### config.mk
export PLATFORM = sky130hd
export DESIGN_NAME = rocr_regs
export DESIGN_NICKNAME = d
export VERILOG_FILES = /design/src/verilog/rocr_pkg.sv /design/src/verilog/rocr_regs.sv
export SDC_FILE = /design/constraint.sdc
export NUM_CORES = 1
export LEC_CHECK = 0
export ABC_AREA = 0
export BUFFER_PORTS_ARGS = -buffer_cell sky130_fd_sc_hd__buf_4
export CORE_MARGIN = 4
export CORE_UTILIZATION = 44
export DETAILED_ROUTE_END_ITERATION = 12
export HOLD_SLACK_MARGIN = 0.05
export MAX_ROUTING_LAYER = met4
export PLACE_DENSITY_LB_ADDON = 0.15
export SYNTH_ARGS = -nofsm -noshare
export SYNTH_HDL_FRONTEND = slang
export SYNTH_SLANG_ARGS = --single-unit
### constraint.sdc
create_clock -name ref_clk_i -period 1.8 [get_ports ref_clk_i]
set_input_delay 0.18 -clock ref_clk_i [delete_from_list [all_inputs] [get_ports ref_clk_i]]
set_output_delay 0.18 -clock ref_clk_i [all_outputs]
set_load 0.05 [all_outputs]
### src/verilog/rocr_pkg.sv
// Package: offsets, field positions, reset values for the RTC oscillator/capture/alarm block
package rocr_pkg;
    // Printed offsets are not all multiples of four: indices, byte address = 4 * index
    localparam logic [7:0] IDX_SNAP0     = 8'h00;
    localparam logic [7:0] IDX_SNAP1     = 8'h01;
    localparam logic [7:0] IDX_SNAP2     = 8'h02;
    localparam logic [7:0] IDX_SNAP3     = 8'h03;
    localparam logic [7:0] IDX_TMR_CTL   = 8'h04;
    localparam logic [7:0] IDX_OSC_CTL   = 8'h05;
    localparam logic [7:0] IDX_OSC_CFG   = 8'h06;
    localparam logic [7:0] IDX_PIN_CFG   = 8'h07;
    localparam logic [7:0] IDX_MATCH0    = 8'h08;
    localparam logic [7:0] IDX_MATCH1    = 8'h09;
    localparam logic [7:0] IDX_MATCH2    = 8'h0a;
    localparam logic [7:0] IDX_MATCH3    = 8'h0b;
    localparam logic [7:0] IDX_IRQ_STAT  = 8'h0c;
    localparam logic [7:0] IDX_IRQ_MASK  = 8'h0d;

    // Oscillator control fields
    localparam int OSC_GAIN_BIT  = 7;
    localparam int OSC_MODE_BIT  = 6;
    localparam int OSC_BIAS_BIT  = 5;
    localparam int OSC_AMP_BIT   = 4;
    // Oscillator config fields
    localparam int CFG_STEP_BIT  = 7;
    localparam int CFG_DONE_BIT  = 6;
    // Timer control fields
    localparam int TMR_LOAD_BIT  = 1;
    localparam int TMR_SNAP_BIT  = 0;
    localparam int TMR_MEV_BIT   = 3;
    // Interrupt status fields
    localparam int IRQ_LOAD_BIT  = 0;
    localparam int IRQ_SNAP_BIT  = 1;
    localparam int IRQ_CAP_BIT   = 2;
    localparam int IRQ_W         = 3;

    localparam logic [7:0] PIN_SHORT_CODE  = 8'he7;
    localparam logic [7:0] PIN_NORMAL_CODE = 8'h67;
    localparam logic [7:0] PIN_CFG_RST     = 8'h67;
    localparam logic [3:0] LOAD_CAP_RST    = 4'h0;
    localparam logic [31:0] MATCH_RST      = 32'h0000_0000;
    localparam logic [31:0] SNAP_RST       = 32'h0000_0000;

    typedef struct packed {
        logic       gain_en;
        logic       mode_sel;
        logic       bias_dbl;
        logic       step_en;
        logic [3:0] cap_value;
        logic       pins_shorted;
    } rocr_osc_type;
endpackage

### src/verilog/rocr_regs.sv
// RTC oscillator control, timer snapshot window and match value registers on AHB-Lite
//
// The AHB-Lite register port was decided locally.
`timescale 1ns/1ps
module rocr_regs (
    input  wire logic                 ref_clk_i,
    input  wire logic                 resetn_i,
    input  wire logic                 hsel_i,
    input  wire logic [31:0]          haddr_i,
    input  wire logic [1:0]           htrans_i,
    input  wire logic                 hwrite_i,
    input  wire logic [2:0]           hsize_i,
    input  wire logic [31:0]          hwdata_i,
    input  wire logic                 hready_i,
    output logic      [31:0]          hrdata_o,
    output logic                      hreadyout_o,
    output logic                      hresp_o,
    input  wire logic                 osc_amplitude_ok_i,
    input  wire logic                 cap_load_done_i,
    output logic                      timer_load_go_o,
    output logic                      timer_snapshot_go_o,
    input  wire logic                 timer_load_ack_i,
    input  wire logic                 timer_snapshot_ack_i,
    input  wire logic [31:0]          timer_value_i,
    output logic      [31:0]          timer_load_value_o,
    output logic      [31:0]          match_value_o,
    output logic                      match_event_en_o,
    output rocr_pkg::rocr_osc_type    osc_cfg_o,
    output logic                      irq_o
);
    logic        wr_pend_q;
    logic [7:0]  wr_idx_q;
    logic        rd_go;
    logic [7:0]  rd_idx;
    logic        access;
    logic [7:0]  wbyte;
    logic [31:0] snap_q;
    logic [31:0] match_q;
    logic        load_q;
    logic        snapq_q;
    logic        mev_q;
    logic        gain_q;
    logic        mode_q;
    logic        bias_q;
    logic        step_q;
    logic [3:0]  cap_q;
    logic        short_q;
    logic [rocr_pkg::IRQ_W-1:0] stat_q;
    logic [rocr_pkg::IRQ_W-1:0] mask_q;
    logic [rocr_pkg::IRQ_W-1:0] ev;
    logic        cap_done_d1_q;
    logic [7:0]  rbyte;

    // Zero wait state slave: always ready, always OKAY
    assign hreadyout_o = 1'b1;
    assign hresp_o     = 1'b0;
    assign access      = hsel_i && htrans_i[1] && hready_i;
    assign rd_go       = access && !hwrite_i;
    assign rd_idx      = haddr_i[9:2];
    assign wbyte       = hwdata_i[7:0];

    always_ff @(posedge ref_clk_i or negedge resetn_i) begin
        if (!resetn_i) begin
            wr_pend_q <= 1'b0;
            wr_idx_q  <= 8'h00;
        end else begin
            wr_pend_q <= access && hwrite_i;
            wr_idx_q  <= haddr_i[9:2];
        end
    end

    function automatic logic wr_hit(input logic [7:0] idx);
        wr_hit = wr_pend_q && (wr_idx_q == idx);
    endfunction

    // Oscillator control and config
    always_ff @(posedge ref_clk_i or negedge resetn_i) begin
        if (!resetn_i) begin
            gain_q <= 1'b0;
            mode_q <= 1'b0;
            bias_q <= 1'b0;
            step_q <= 1'b0;
            cap_q  <= rocr_pkg::LOAD_CAP_RST;
        end else begin
            if (wr_hit(rocr_pkg::IDX_OSC_CTL)) begin
                gain_q <= wbyte[rocr_pkg::OSC_GAIN_BIT];
                mode_q <= wbyte[rocr_pkg::OSC_MODE_BIT];
                bias_q <= wbyte[rocr_pkg::OSC_BIAS_BIT];
            end
            if (wr_hit(rocr_pkg::IDX_OSC_CFG)) begin
                step_q <= wbyte[rocr_pkg::CFG_STEP_BIT];
                cap_q  <= wbyte[3:0];
            end
        end
    end

    // Pin short: only the two codes act, other values leave the pins alone
    always_ff @(posedge ref_clk_i or negedge resetn_i) begin
        if (!resetn_i) begin
            short_q <= 1'b0;
        end else if (wr_hit(rocr_pkg::IDX_PIN_CFG)) begin
            if (wbyte == rocr_pkg::PIN_SHORT_CODE) begin
                short_q <= 1'b1;
            end else if (wbyte == rocr_pkg::PIN_NORMAL_CODE) begin
                short_q <= 1'b0;
            end
        end
    end

    // Snapshot window
    always_ff @(posedge ref_clk_i or negedge resetn_i) begin
        if (!resetn_i) begin
            snap_q <= rocr_pkg::SNAP_RST;
        end else if (snapq_q && timer_snapshot_ack_i) begin
            snap_q <= timer_value_i;
        end else begin
            for (int i = 0; i < 4; i++) begin
                if (wr_hit(8'(i))) begin
                    snap_q[8*i +: 8] <= wbyte;
                end
            end
        end
    end

    // Match value
    always_ff @(posedge ref_clk_i or negedge resetn_i) begin
        if (!resetn_i) begin
            match_q <= rocr_pkg::MATCH_RST;
        end else begin
            for (int i = 0; i < 4; i++) begin
                if (wr_hit(rocr_pkg::IDX_MATCH0 + 8'(i))) begin
                    match_q[8*i +: 8] <= wbyte;
                end
            end
        end
    end

    // Timer command bits; completion from the timer clears load and snapshot, match enable keeps its value
    always_ff @(posedge ref_clk_i or negedge resetn_i) begin
        if (!resetn_i) begin
            load_q  <= 1'b0;
            snapq_q <= 1'b0;
            mev_q   <= 1'b0;
        end else begin
            if (load_q && timer_load_ack_i) begin
                load_q <= 1'b0;
            end else if (wr_hit(rocr_pkg::IDX_TMR_CTL) && wbyte[rocr_pkg::TMR_LOAD_BIT]) begin
                load_q <= 1'b1;
            end
            if (snapq_q && timer_snapshot_ack_i) begin
                snapq_q <= 1'b0;
            end else if (wr_hit(rocr_pkg::IDX_TMR_CTL) && wbyte[rocr_pkg::TMR_SNAP_BIT]) begin
                snapq_q <= 1'b1;
            end
            if (wr_hit(rocr_pkg::IDX_TMR_CTL)) begin
                mev_q <= wbyte[rocr_pkg::TMR_MEV_BIT];
            end
        end
    end

    // Interrupt events: load done, snapshot done, capacitance reached
    always_ff @(posedge ref_clk_i or negedge resetn_i) begin
        if (!resetn_i) begin
            cap_done_d1_q <= 1'b0;
        end else begin
            cap_done_d1_q <= cap_load_done_i;
        end
    end

    always_comb begin
        ev = '0;
        ev[rocr_pkg::IRQ_LOAD_BIT] = load_q && timer_load_ack_i;
        ev[rocr_pkg::IRQ_SNAP_BIT] = snapq_q && timer_snapshot_ack_i;
        ev[rocr_pkg::IRQ_CAP_BIT]  = cap_load_done_i && !cap_done_d1_q;
    end

    // Set wins over read clear so no event is lost
    always_ff @(posedge ref_clk_i or negedge resetn_i) begin
        if (!resetn_i) begin
            stat_q <= '0;
            mask_q <= '0;
        end else begin
            if (rd_go && rd_idx == rocr_pkg::IDX_IRQ_STAT) begin
                stat_q <= ev;
            end else begin
                stat_q <= stat_q | ev;
            end
            if (wr_hit(rocr_pkg::IDX_IRQ_MASK)) begin
                mask_q <= hwdata_i[rocr_pkg::IRQ_W-1:0];
            end
        end
    end

    assign irq_o = |(stat_q & mask_q);

    // Read mux; unmapped indices read zero
    always_comb begin
        rbyte = 8'h00;
        unique case (rd_idx)
            rocr_pkg::IDX_SNAP0, rocr_pkg::IDX_SNAP1,
            rocr_pkg::IDX_SNAP2, rocr_pkg::IDX_SNAP3: rbyte = snap_q[8*rd_idx[1:0] +: 8];
            rocr_pkg::IDX_TMR_CTL: rbyte = {4'h0, mev_q, 1'b0, load_q, snapq_q};
            rocr_pkg::IDX_OSC_CTL: rbyte = {gain_q, mode_q, bias_q, osc_amplitude_ok_i, 4'h0};
            rocr_pkg::IDX_OSC_CFG: rbyte = {step_q, cap_load_done_i, 2'b00, cap_q};
            rocr_pkg::IDX_MATCH0, rocr_pkg::IDX_MATCH1,
            rocr_pkg::IDX_MATCH2, rocr_pkg::IDX_MATCH3: rbyte = match_q[8*rd_idx[1:0] +: 8];
            rocr_pkg::IDX_IRQ_STAT: rbyte = {5'h00, stat_q};
            rocr_pkg::IDX_IRQ_MASK: rbyte = {5'h00, mask_q};
            default: rbyte = 8'h00;
        endcase
    end

    // Pin config is write only and reads zero
    always_ff @(posedge ref_clk_i or negedge resetn_i) begin
        if (!resetn_i) begin
            hrdata_o <= 32'h0000_0000;
        end else if (rd_go) begin
            hrdata_o <= {24'h000000, rbyte};
        end
    end

    assign timer_load_go_o     = load_q;
    assign timer_snapshot_go_o = snapq_q;
    assign timer_load_value_o  = snap_q;
    assign match_value_o       = match_q;
    assign match_event_en_o    = mev_q;
    assign osc_cfg_o = '{gain_en: gain_q, mode_sel: mode_q, bias_dbl: bias_q,
                         step_en: step_q, cap_value: cap_q, pins_shorted: short_q};
endmodule

==> reports/metrics.cfg, run 1 <==
[outcome]
status = complete, but fails checks
violations = setup timing

[timing]
fin_tns_setup_ns = -8.34
finalCritPeriodShare = 1.12
setup_ws_ns = -0.215
hold-worst-slack_ns = 0.0534
hold_viol_final = 0
setup_viol = 71
worstMarginPinSlew_ns = 0.516
rsz0062_at_grt = true
maxSlewHeadroom = 0.656
fmax_ghz = 0.496
period_minus_slack_ns = 2.02
maxSlewViolCount = 0
finalClockSkew_ns = 0.00889

[finish]
finish.net_count = 730
layout-drive-gt1-share = 0.442
syn_to_final_growth_pct = 38.6
utilization = 0.627
n_antenna_cell = 0

[synth]
yosysSeqAreaShare = 0.481
yosys_warnings = 0
synthMuxAreaShare = 0.237
synth_edf_count = 0
synth_fa_ha_area_frac = 0
syn_area_mm2 = 0.00521
synth_compound_area_frac = 0.0843
synth.distinct_cells = 46
synth.avg_cell_area_um2 = 11.8
synth_top_area_cell = dfrtp_1
yosys.area_share.simple = 0.120
synth_top_area_frac = 0.481
synth_top_family_by_area = multiplexers
synthXorXnorAreaFrac = 0
synth-seq-cells = 100
ys.flop_type = dfrtp_1
ys_async_sr_fraction = 1.00
syn_inst = 442
ys_top_cells_by_count = dfrtp_1 (100), mux2i_1 (44), nand2_1 (40), buf_4 (34), o21ai_1 (30)
yosys-top-cells-area = dfrtp_1 (48%), mux2i_1 (8.5%), mux2_2 (6.1%), buf_4 (4.9%), mux2_4 (4.6%)
post-synth-top-count-cell = dfrtp_1

[power]
cellPowerDensity_mw_per_mm2 = 796
net-switching-power_mw = 1.93
p_clk_frac = 0.324
swShare = 0.335
p_comb_frac = 0.238
power_mw = 5.74
p_int_mw = 3.82
power_frac_seq = 0.438
ir_drop_v = 0.000466
p_leak_nw = 3.37

[grt]
gr-total-overflow = 0
antenna_found_initial = 0
grt_pass1_wl_um = 23400
grt_max_degree = 37
grt_pass1_vias = 4244
track_usage = 0.235

[worst_setup_path]
critPathCaptureType = register
r2r_start = wr_idx_q[5]
worstSetupStartpointType = register
r2r-end = step_q
crit_family = simple AND/OR/NAND/NOR gates
slowest_delay_ns = 0.53
cp_data_arrival_time_ns = 2.24
crit_type = reg2reg
crit_required_ns = 2.02
slowest_stage = or4_4
ff2ff_setup_slack_ns = -0.22
cp_max_fo = 6
path_buf_inv = 1
cp_cell_sequence = nor4_4 -> buf_4 -> nand3b_4 -> or4_4 -> mux2_4
ff2ff_path_depth = 5

[floorplanning]
die_height_um = 117
die_x_um = 117
core_area_mm2 = 0.0115
rows = 39
die_area_mm2 = 0.0136
io_pins = 221
start_util = 0.452

[clock_tree]
htree_levels = 3
cts-buffers-inserted = 9
max-clock-path-buffers = 2
clk_pin_slew_ns = 0.07
cts.sinks = 100
ctsRootBufferMaster = clkbuf_16
clock_latency_ns = 0.34
cts_tree = yes

[drt]
wl_met2_um = 7520
routed.top_layer = met4
routedWlPerCell_um = 20.1
met3WireLength_um = 1060
postRouteAntennaNets = 0
drt-initial-drc-count = 244
routed_via_density = 5.36
drc_errors = 0
m1WireLength_um = 6780
vias = 4117
dr.pass1.iters = 5
routed_wl_um = 15500

[worst_hold_path]
whs_endpoint = timer_load_value_o[8]
hold_path_class = in2reg
min_path_cells = 3
min-delay-start = timer_value_i[8]

[placed_design]
dp_hpwl_um = 11300
place_ws_ns = -0.212
place.gp.congestion = 0.831
io_buffers = 142

[job]
cap_violations = 0

==> cells by family after synthesis <==
family / count (synthesis)
other: 2
muxes: 100
AOI/OAI and AO/OA: 67
and+or+nand+nor: 103
DFF: 100
buffers and inverters: 70
==> worst reg2reg max path, cell delays in order, from the launching register on <==
cell and delay [ns]:
dfrtp_1 0.40, nor4_4 0.34, buf_4 0.18, nand3b_4 0.13
or4_4 0.53, mux2_4 0.32
==> flip-flops by register name (all words and copies together), names as in the netlist, 3 cells and up <==
name / count
hrdata_o: 8
mask_q: 3
match_value_o: 32
wr_idx_q: 8
stat_q: 3
timer_load_value_o: 32
cap_q: 4
==> layout by cell type, fill, tap and decap left out, types with 4 or more instances in the layout <==
| master | count |
|---|---|
| nor2_1 | 6 |
| nand2b_1 | 4 |
| nand3_1 | 13 |
| buf_4 | 166 |
| dfrtp_1 | 100 |
| mux2i_1 | 41 |
| conb_1 | 26 |
| nand2_1 | 40 |
| buf_12 | 8 |
| nor4_4 | 5 |
| o21ai_1 | 31 |
| mux4_2 | 9 |
| buf_6 | 4 |
| inv_1 | 7 |
| mux2_4 | 20 |
| o21ai_0 | 8 |
| nor2b_1 | 8 |
| dlygate4sd3_1 | 27 |
| clkbuf_16 | 10 |
| mux2_2 | 27 |
| a211oi_1 | 4 |
==> per-stage QoR <==
step	cells	cell area, um^2
after floorplan	466	5320
after global placement	723	6530
after CTS	767	7150
final	768	7220
after global routing	768	7220
after detailed placement	723	6530
==> how the worst max path moves through the flow <==
stage	start	depth (start not counted)	slack [ns]	end
floorplan	wr_idx_q[5]	5	-0.09	cap_q[0]
global placement	wr_idx_q[5]	5	-0.21	match_value_o[6]
detailed placement	wr_idx_q[5]	5	-0.21	match_value_o[4]
CTS	wr_idx_q[6]	5	-0.16	match_value_o[16]
global route	wr_idx_q[5]	8	-0.28	timer_load_value_o[16]
finish	wr_idx_q[5]	5	-0.22	step_q
==> metal layers <==
layer | GRT usage | vias up
met5 | - | -
met4 | 0.0367 | 0
met3 | 0.0509 | 8
met2 | 0.375 | 142
met1 | 0.316 | 2078
li1 | - | 1889
==> power by group through the flow <==
stage | Clock [mW] | Sequential (mW) | Combinational, mW
after CTS | 1.89 | 2.51 | 1.36
after global routing | 1.98 | 2.53 | 1.44
final | 1.86 | 2.52 | 1.36
after detailed placement | 0 | 2.55 | 1.31
after global placement | 0 | 2.55 | 1.30
after floorplan | 0 | 2.91 | 0.478
==> layout make-up <==
cell class | instances | area [um^2]
Inverter | 7 | 26.3
Multi-Input combinational cell | 296 | 2480
Fill cell | 941 | 4300
Sequential cell | 100 | 2500
Clock inverter | 7 | 55.1
Timing Repair Buffer | 206 | 1750
Clock buffer | 9 | 225
Tap cell | 143 | 179
==> what timing repair did <==
| action | 4_1_cts | 5_1_grt |
|---|---|---|
| gates cloned | 0 | 1 |
| hold buffers | 27 | 0 |
| setup buffers | 1 | 4 |
| pin swaps | 4 | 6 |
| setup endpoints to repair | 74 | 82 |
| hold endpoints to repair | 59 | 0 |
| gates resized for setup | 14 | 13 |
No activity file was read; power rests on OpenSTA's default activity.
==> run 2, diff against run 1 <==
--- a/config.mk
+++ b/config.mk
@@ -9,10 +9,12 @@
 export BUFFER_PORTS_ARGS = -buffer_cell sky130_fd_sc_hd__buf_4
 export CORE_MARGIN = 4
 export CORE_UTILIZATION = 44
+export CTS_CLUSTER_SIZE = 20
 export DETAILED_ROUTE_END_ITERATION = 12
 export HOLD_SLACK_MARGIN = 0.05
 export MAX_ROUTING_LAYER = met4
 export PLACE_DENSITY_LB_ADDON = 0.15
+export SKIP_LAST_GASP = 1
 export SYNTH_ARGS = -nofsm -noshare
 export SYNTH_HDL_FRONTEND = slang
 export SYNTH_SLANG_ARGS = --single-unit
==> reports/metrics.cfg, run 2 (synthesis gave the netlist of run 1 again) <==
[outcome]
status = complete, but fails checks
violations = setup timing

[drt]
vias = 4112  ; -0.12%
dr.pass1.iters = 5  ; unchanged
drt-initial-drc-count = 276  ; +13%
routed_wl_um = 15400  ; -0.62%
drc_errors = 0  ; unchanged
routed_via_density = 5.35  ; -0.25%
postRouteAntennaNets = 0  ; unchanged
routedWlPerCell_um = 20.0  ; -0.75%

[clock_tree]
cts_tree = yes
htree_levels = 3  ; unchanged
cts-buffers-inserted = 9  ; unchanged
cts.sinks = 100  ; unchanged
ctsRootBufferMaster = clkbuf_16
max-clock-path-buffers = 2  ; unchanged
clk_pin_slew_ns = 0.07  ; about the same
clock_latency_ns = 0.34  ; about the same

[floorplanning]
start_util = 0.452  ; unchanged
die_height_um = 117  ; unchanged
die_x_um = 117  ; unchanged
rows = 39  ; unchanged
die_area_mm2 = 0.0136  ; unchanged
core_area_mm2 = 0.0115  ; unchanged
io_pins = 221  ; unchanged

[worst_setup_path]
critPathCaptureType = register
crit_required_ns = 2.02  ; about the same
ff2ff_setup_slack_ns = -0.21  ; about the same
cp_max_fo = 6  ; unchanged
worstSetupStartpointType = register
ff2ff_path_depth = 5  ; unchanged
crit_type = reg2reg
cp_data_arrival_time_ns = 2.23  ; about the same

[grt]
grt_max_degree = 37  ; unchanged
grt_pass1_vias = 4229  ; -0.35%
gr-total-overflow = 0  ; unchanged
antenna_found_initial = 0  ; unchanged
track_usage = 0.233  ; -0.00112
grt_pass1_wl_um = 23300  ; -0.44%

[timing]
hold-worst-slack_ns = 0.0545  ; +0.00108 ns
fin_tns_setup_ns = -7.99  ; +0.347 ns
rsz0062_at_grt = true
finalCritPeriodShare = 1.12  ; -0.00454
hold_viol_final = 0  ; unchanged
maxSlewHeadroom = 0.655  ; about the same
setup_ws_ns = -0.207  ; +0.00817 ns
setup_viol = 71  ; unchanged
maxSlewViolCount = 0  ; unchanged
worstMarginPinSlew_ns = 0.517  ; +0.000467 ns
fmax_ghz = 0.498  ; +0.41%
finalClockSkew_ns = 0.0102  ; +0.00127 ns
period_minus_slack_ns = 2.01  ; -0.00817 ns

[finish]
n_antenna_cell = 0  ; unchanged
final_cells = 769  ; +0.13%
mostFrequentLayoutCells = buf_4 (167), dfrtp_1 (100), mux2i_1 (41)
finish.net_count = 731  ; +0.14%
layout.cells.most_common = buf_4
seqCellArea_mm2 = 0.00250  ; unchanged
syn_to_final_growth_pct = 38.4
multiInputGateArea_mm2 = 0.00246  ; -0.71%
num-fill-cells = 948  ; +0.74%
finalInstanceArea_mm2 = 0.00721  ; -0.14%
layout-drive-gt1-share = 0.439  ; -0.00230

[placed_design]
place_area_mm2 = 0.00653  ; unchanged
place.gp.congestion = 0.831  ; unchanged
dp_hpwl_um = 11300  ; unchanged
io_buffers = 142  ; unchanged
placed_cells = 723  ; unchanged

[worst_hold_path]
hold_path_class = in2reg
min_path_cells = 3  ; unchanged

[power]
ir_drop_v = 0.000449  ; -3.7%
cellPowerDensity_mw_per_mm2 = 795  ; about the same
p_clk_frac = 0.323  ; about the same
p_leak_nw = 3.37  ; about the same
power_frac_seq = 0.439  ; about the same
swShare = 0.334  ; -0.00155
p_int_mw = 3.82  ; about the same
net-switching-power_mw = 1.91  ; -0.69%
p_comb_frac = 0.238  ; about the same

[job]
cap_violations = 0  ; unchanged

[run 2: cell count changes in the layout (fill, tap and decap cells not counted), sizes merged]
cell  change
buf       +1
[run 2: through the flow]
stage           util  power, mW  setup WS [ns]
3_5_place_dp   0.567       3.86         -0.212
4_1_cts        0.620       5.76         -0.159
3_3_place_gp   0.567       3.85         -0.207
2_1_floorplan      -       3.39        -0.0925
6_report       0.626       5.73         -0.207
5_1_grt        0.626       5.95         -0.274
[run 2: per-layer routing]
metal	vias to the layer above	global-route usage	routed length, um
met5	-	-	0
met4	0	0.0367	108
met3	7	0.0509	1260
met2	173	0.372	7450
met1	2038	0.316	6560
li1	1894	-	-
[run 2: worst paths after layout]
path / from / end
setup / recovery: wr_idx_q[5] / step_q
hold / removal: timer_value_i[8] / timer_load_value_o[8]
setup reg to reg: wr_idx_q[5] / step_q
hold reg to reg: cap_done_d1_q / stat_q[2]
max in group asynchronous: resetn_i / timer_load_value_o[10]
min in group asynchronous: resetn_i / timer_load_value_o[3]
[run 2: what timing repair did]
item                                   CTS  global route
cloned                                   0             1
setup endpoints to repair               74            82
pin swaps                                4             6
endpoints found under the hold margin   59             0
gates resized for setup                 12            12
hold buffers                            27             0
buffers inserted                         1             5
[run 2: worst max-delay path, cell delays in order (launching register included)]
cell and delay, ns:
dfrtp_1 0.40, nor4_4 0.34, buf_4 0.18, nand3b_4 0.12, or4_4 0.52, mux2_4 0.32
[run 2: power by group through the flow]
stage / combinational, mW / clock (mW) / sequential, mW
after detailed placement: 1.31 / 0 / 2.55
after floorplan: 0.478 / 0 / 2.91
after global routing: 1.44 / 1.98 / 2.53
final: 1.36 / 1.85 / 2.52
after global placement: 1.30 / 0 / 2.55
after CTS: 1.36 / 1.89 / 2.51
[run 2: cell type report]
class / count / area share
flip-flops and latches: 100 / 0.347
multi-input cells: 296 / 0.342
repair buffers: 207 / 0.243
clock buffers: 9 / 0.0313
well taps: 143 / 0.0248
clock inverters: 7 / 0.00764
inverters: 7 / 0.00365
==> run 3, diff against run 2 <==
--- a/config.mk
+++ b/config.mk
@@ -13,8 +13,9 @@
 export DETAILED_ROUTE_END_ITERATION = 12
 export HOLD_SLACK_MARGIN = 0.05
 export MAX_ROUTING_LAYER = met4
-export PLACE_DENSITY_LB_ADDON = 0.15
+export PLACE_DENSITY = 0.78
 export SKIP_LAST_GASP = 1
+export SLEW_MARGIN = 40
 export SYNTH_ARGS = -nofsm -noshare
 export SYNTH_HDL_FRONTEND = slang
 export SYNTH_SLANG_ARGS = --single-unit
==> reports/metrics.cfg, run 3 (synthesis gave the netlist of run 1 again) <==
[drt]
postRouteAntennaNets = 0  ; unchanged
vias = 4239  ; +3.1%
dr.pass1.iters = 4  ; -1
routedWlPerCell_um = 20.8  ; +4.1%
drc_errors = 0  ; unchanged
drt-initial-drc-count = 299  ; +8.3%
routed_wl_um = 16000  ; +4.1%
routed_via_density = 5.51  ; +3.1%

[floorplanning]
io_pins = 221  ; unchanged
die_area_mm2 = 0.0136  ; unchanged
die_height_um = 117  ; unchanged
start_util = 0.452  ; unchanged
core_area_mm2 = 0.0115  ; unchanged
die_x_um = 117  ; unchanged
rows = 39  ; unchanged

[worst_hold_path]
min_path_cells = 3  ; unchanged
hold_path_class = in2reg
min-delay-start = timer_value_i[1]
whs_endpoint = timer_load_value_o[1]

[power]
p_comb_frac = 0.231  ; -0.007
cellPowerDensity_mw_per_mm2 = 818  ; +2.9%
power_frac_seq = 0.427  ; -0.012
p_int_mw = 3.98  ; +4.3%
p_leak_nw = 3.37  ; +0.10%
p_clk_frac = 0.341  ; +0.018
net-switching-power_mw = 1.92  ; +0.28%
swShare = 0.325  ; -0.00870
ir_drop_v = 0.000593  ; +32%

[clock_tree]
clk_pin_slew_ns = 0.07  ; about the same
htree_levels = 3  ; unchanged
cts_tree = yes
max-clock-path-buffers = 2  ; unchanged
ctsRootBufferMaster = clkbuf_16
cts.sinks = 100  ; unchanged
cts-buffers-inserted = 9  ; unchanged
clock_latency_ns = 0.34  ; about the same

[finish]
n_antenna_cell = 0  ; unchanged
utilization = 0.626  ; +0.000652
final_cells = 769  ; unchanged
mostFrequentLayoutCells = buf_4 (163), dfrtp_1 (100), mux2i_1 (42)
num-fill-cells = 871  ; -8.1%
finish.net_count = 731  ; unchanged
syn_to_final_growth_pct = 38.5
layout.cells.most_common = buf_4
layout-drive-gt1-share = 0.427  ; -0.0128

[grt]
grt_pass1_wl_um = 24100  ; +3.1%
track_usage = 0.242  ; +0.00839
grt_max_degree = 66  ; +78%
antenna_found_initial = 0  ; unchanged
grt_pass1_vias = 4339  ; +2.6%
gr-total-overflow = 0  ; unchanged

[placed_design]
placed_cells = 718  ; -0.69%
dp_hpwl_um = 11500  ; +1.9%
io_buffers = 142  ; unchanged
place_ws_ns = -0.271  ; -0.0587 ns
place.gp.congestion = 0.888  ; +6.8%

[job]
cap_violations = 0  ; unchanged

[worst_setup_path]
critPathCaptureType = register
ff2ff_setup_slack_ns = -0.20  ; about the same
r2r-end = match_value_o[5]
r2r_start = wr_idx_q[5]
cp_max_fo = 8  ; +2
crit_required_ns = 2.03  ; about the same
cp_data_arrival_time_ns = 2.23  ; about the same
worstSetupStartpointType = register
crit_type = reg2reg
ff2ff_path_depth = 6  ; +1

[timing]
finalCritPeriodShare = 1.11  ; -0.00427
rsz0062_at_grt = true
hold_viol_final = 0  ; unchanged
period_minus_slack_ns = 2.00  ; -0.00768 ns
maxSlewViolCount = 0  ; unchanged
fmax_ghz = 0.500  ; +0.38%
hold-worst-slack_ns = 0.0594  ; +0.00492 ns
setup_ws_ns = -0.200  ; +0.00768 ns
setup_viol = 76  ; +7.0%
finalClockSkew_ns = 0.00967  ; -0.000498 ns

[outcome]
violations = setup timing
status = complete, but fails checks

-- run 3: metal layers --
metal | part of all wire | GRT usage | vias up
li1 | - | - | 1888
met1 | 0.42 | 0.313 | 2124
met2 | 0.49 | 0.382 | 196
met3 | 0.070 | 0.0468 | 31
met4 | 0.027 | 0.0856 | 0
met5 | 0 | - | -
-- run 3: repair_timing --
action	in CTS	in global routing
hold buffers	30	0
pin swaps	5	4
endpoints found under the hold margin	58	0
endpoints found under the setup margin	65	85
gates resized for setup	11	10
setup buffers	4	2
-- run 3: per-stage QoR --
stage	TNS (ns)	instance area, um^2	power (mW)
2_1_floorplan	-1.40	5320	3.39
3_3_place_gp	-5.08	6470	3.83
3_5_place_dp	-8.62	6470	3.85
4_1_cts	-8.64	7170	5.90
5_1_grt	-15.20	7210	6.08
6_report	-8.70	7210	5.90
-- run 3: worst max-delay path by stage --
| stage | depth (start not counted) | end | slack, ns | from |
|---|---|---|---|---|
| floorplan | 5 | cap_q[0] | -0.09 | wr_idx_q[5] |
| global placement | 5 | hrdata_o[1] | -0.20 | haddr_i[7] |
| detailed placement | 5 | match_value_o[18] | -0.27 | wr_idx_q[5] |
| CTS | 6 | match_value_o[21] | -0.19 | wr_idx_q[6] |
| global route | 9 | timer_load_value_o[10] | -0.28 | wr_idx_q[5] |
| finish | 6 | match_value_o[5] | -0.20 | wr_idx_q[5] |
-- run 3: layout make-up --
| type | instances | area [um^2] | area share |
|---|---|---|---|
| Sequential cell | 100 | 2500 | 0.347 |
| Multi-Input combinational cell | 296 | 2450 | 0.340 |
| Timing Repair Buffer | 207 | 1750 | 0.242 |
| Clock buffer | 10 | 239 | 0.0331 |
| Tap cell | 143 | 179 | 0.0248 |
| Clock inverter | 6 | 68.8 | 0.00954 |
| Inverter | 7 | 26.3 | 0.00364 |
-- run 3: critical path: stages (launching register included) --
cell and delay [ns]:
dfrtp_1 0.40, nor4_4 0.31, buf_4 0.16, nand3_2 0.11, or4_1 0.44, buf_6 0.17, mux2_4 0.30
-- run 3: power by group through the flow --
stage	logic (mW)	clock network, mW	registers (mW)
2_1_floorplan	0.478	0	2.91
3_3_place_gp	1.28	0	2.55
3_5_place_dp	1.30	0	2.56
4_1_cts	1.35	2.03	2.52
5_1_grt	1.43	2.12	2.54
6_report	1.36	2.01	2.52
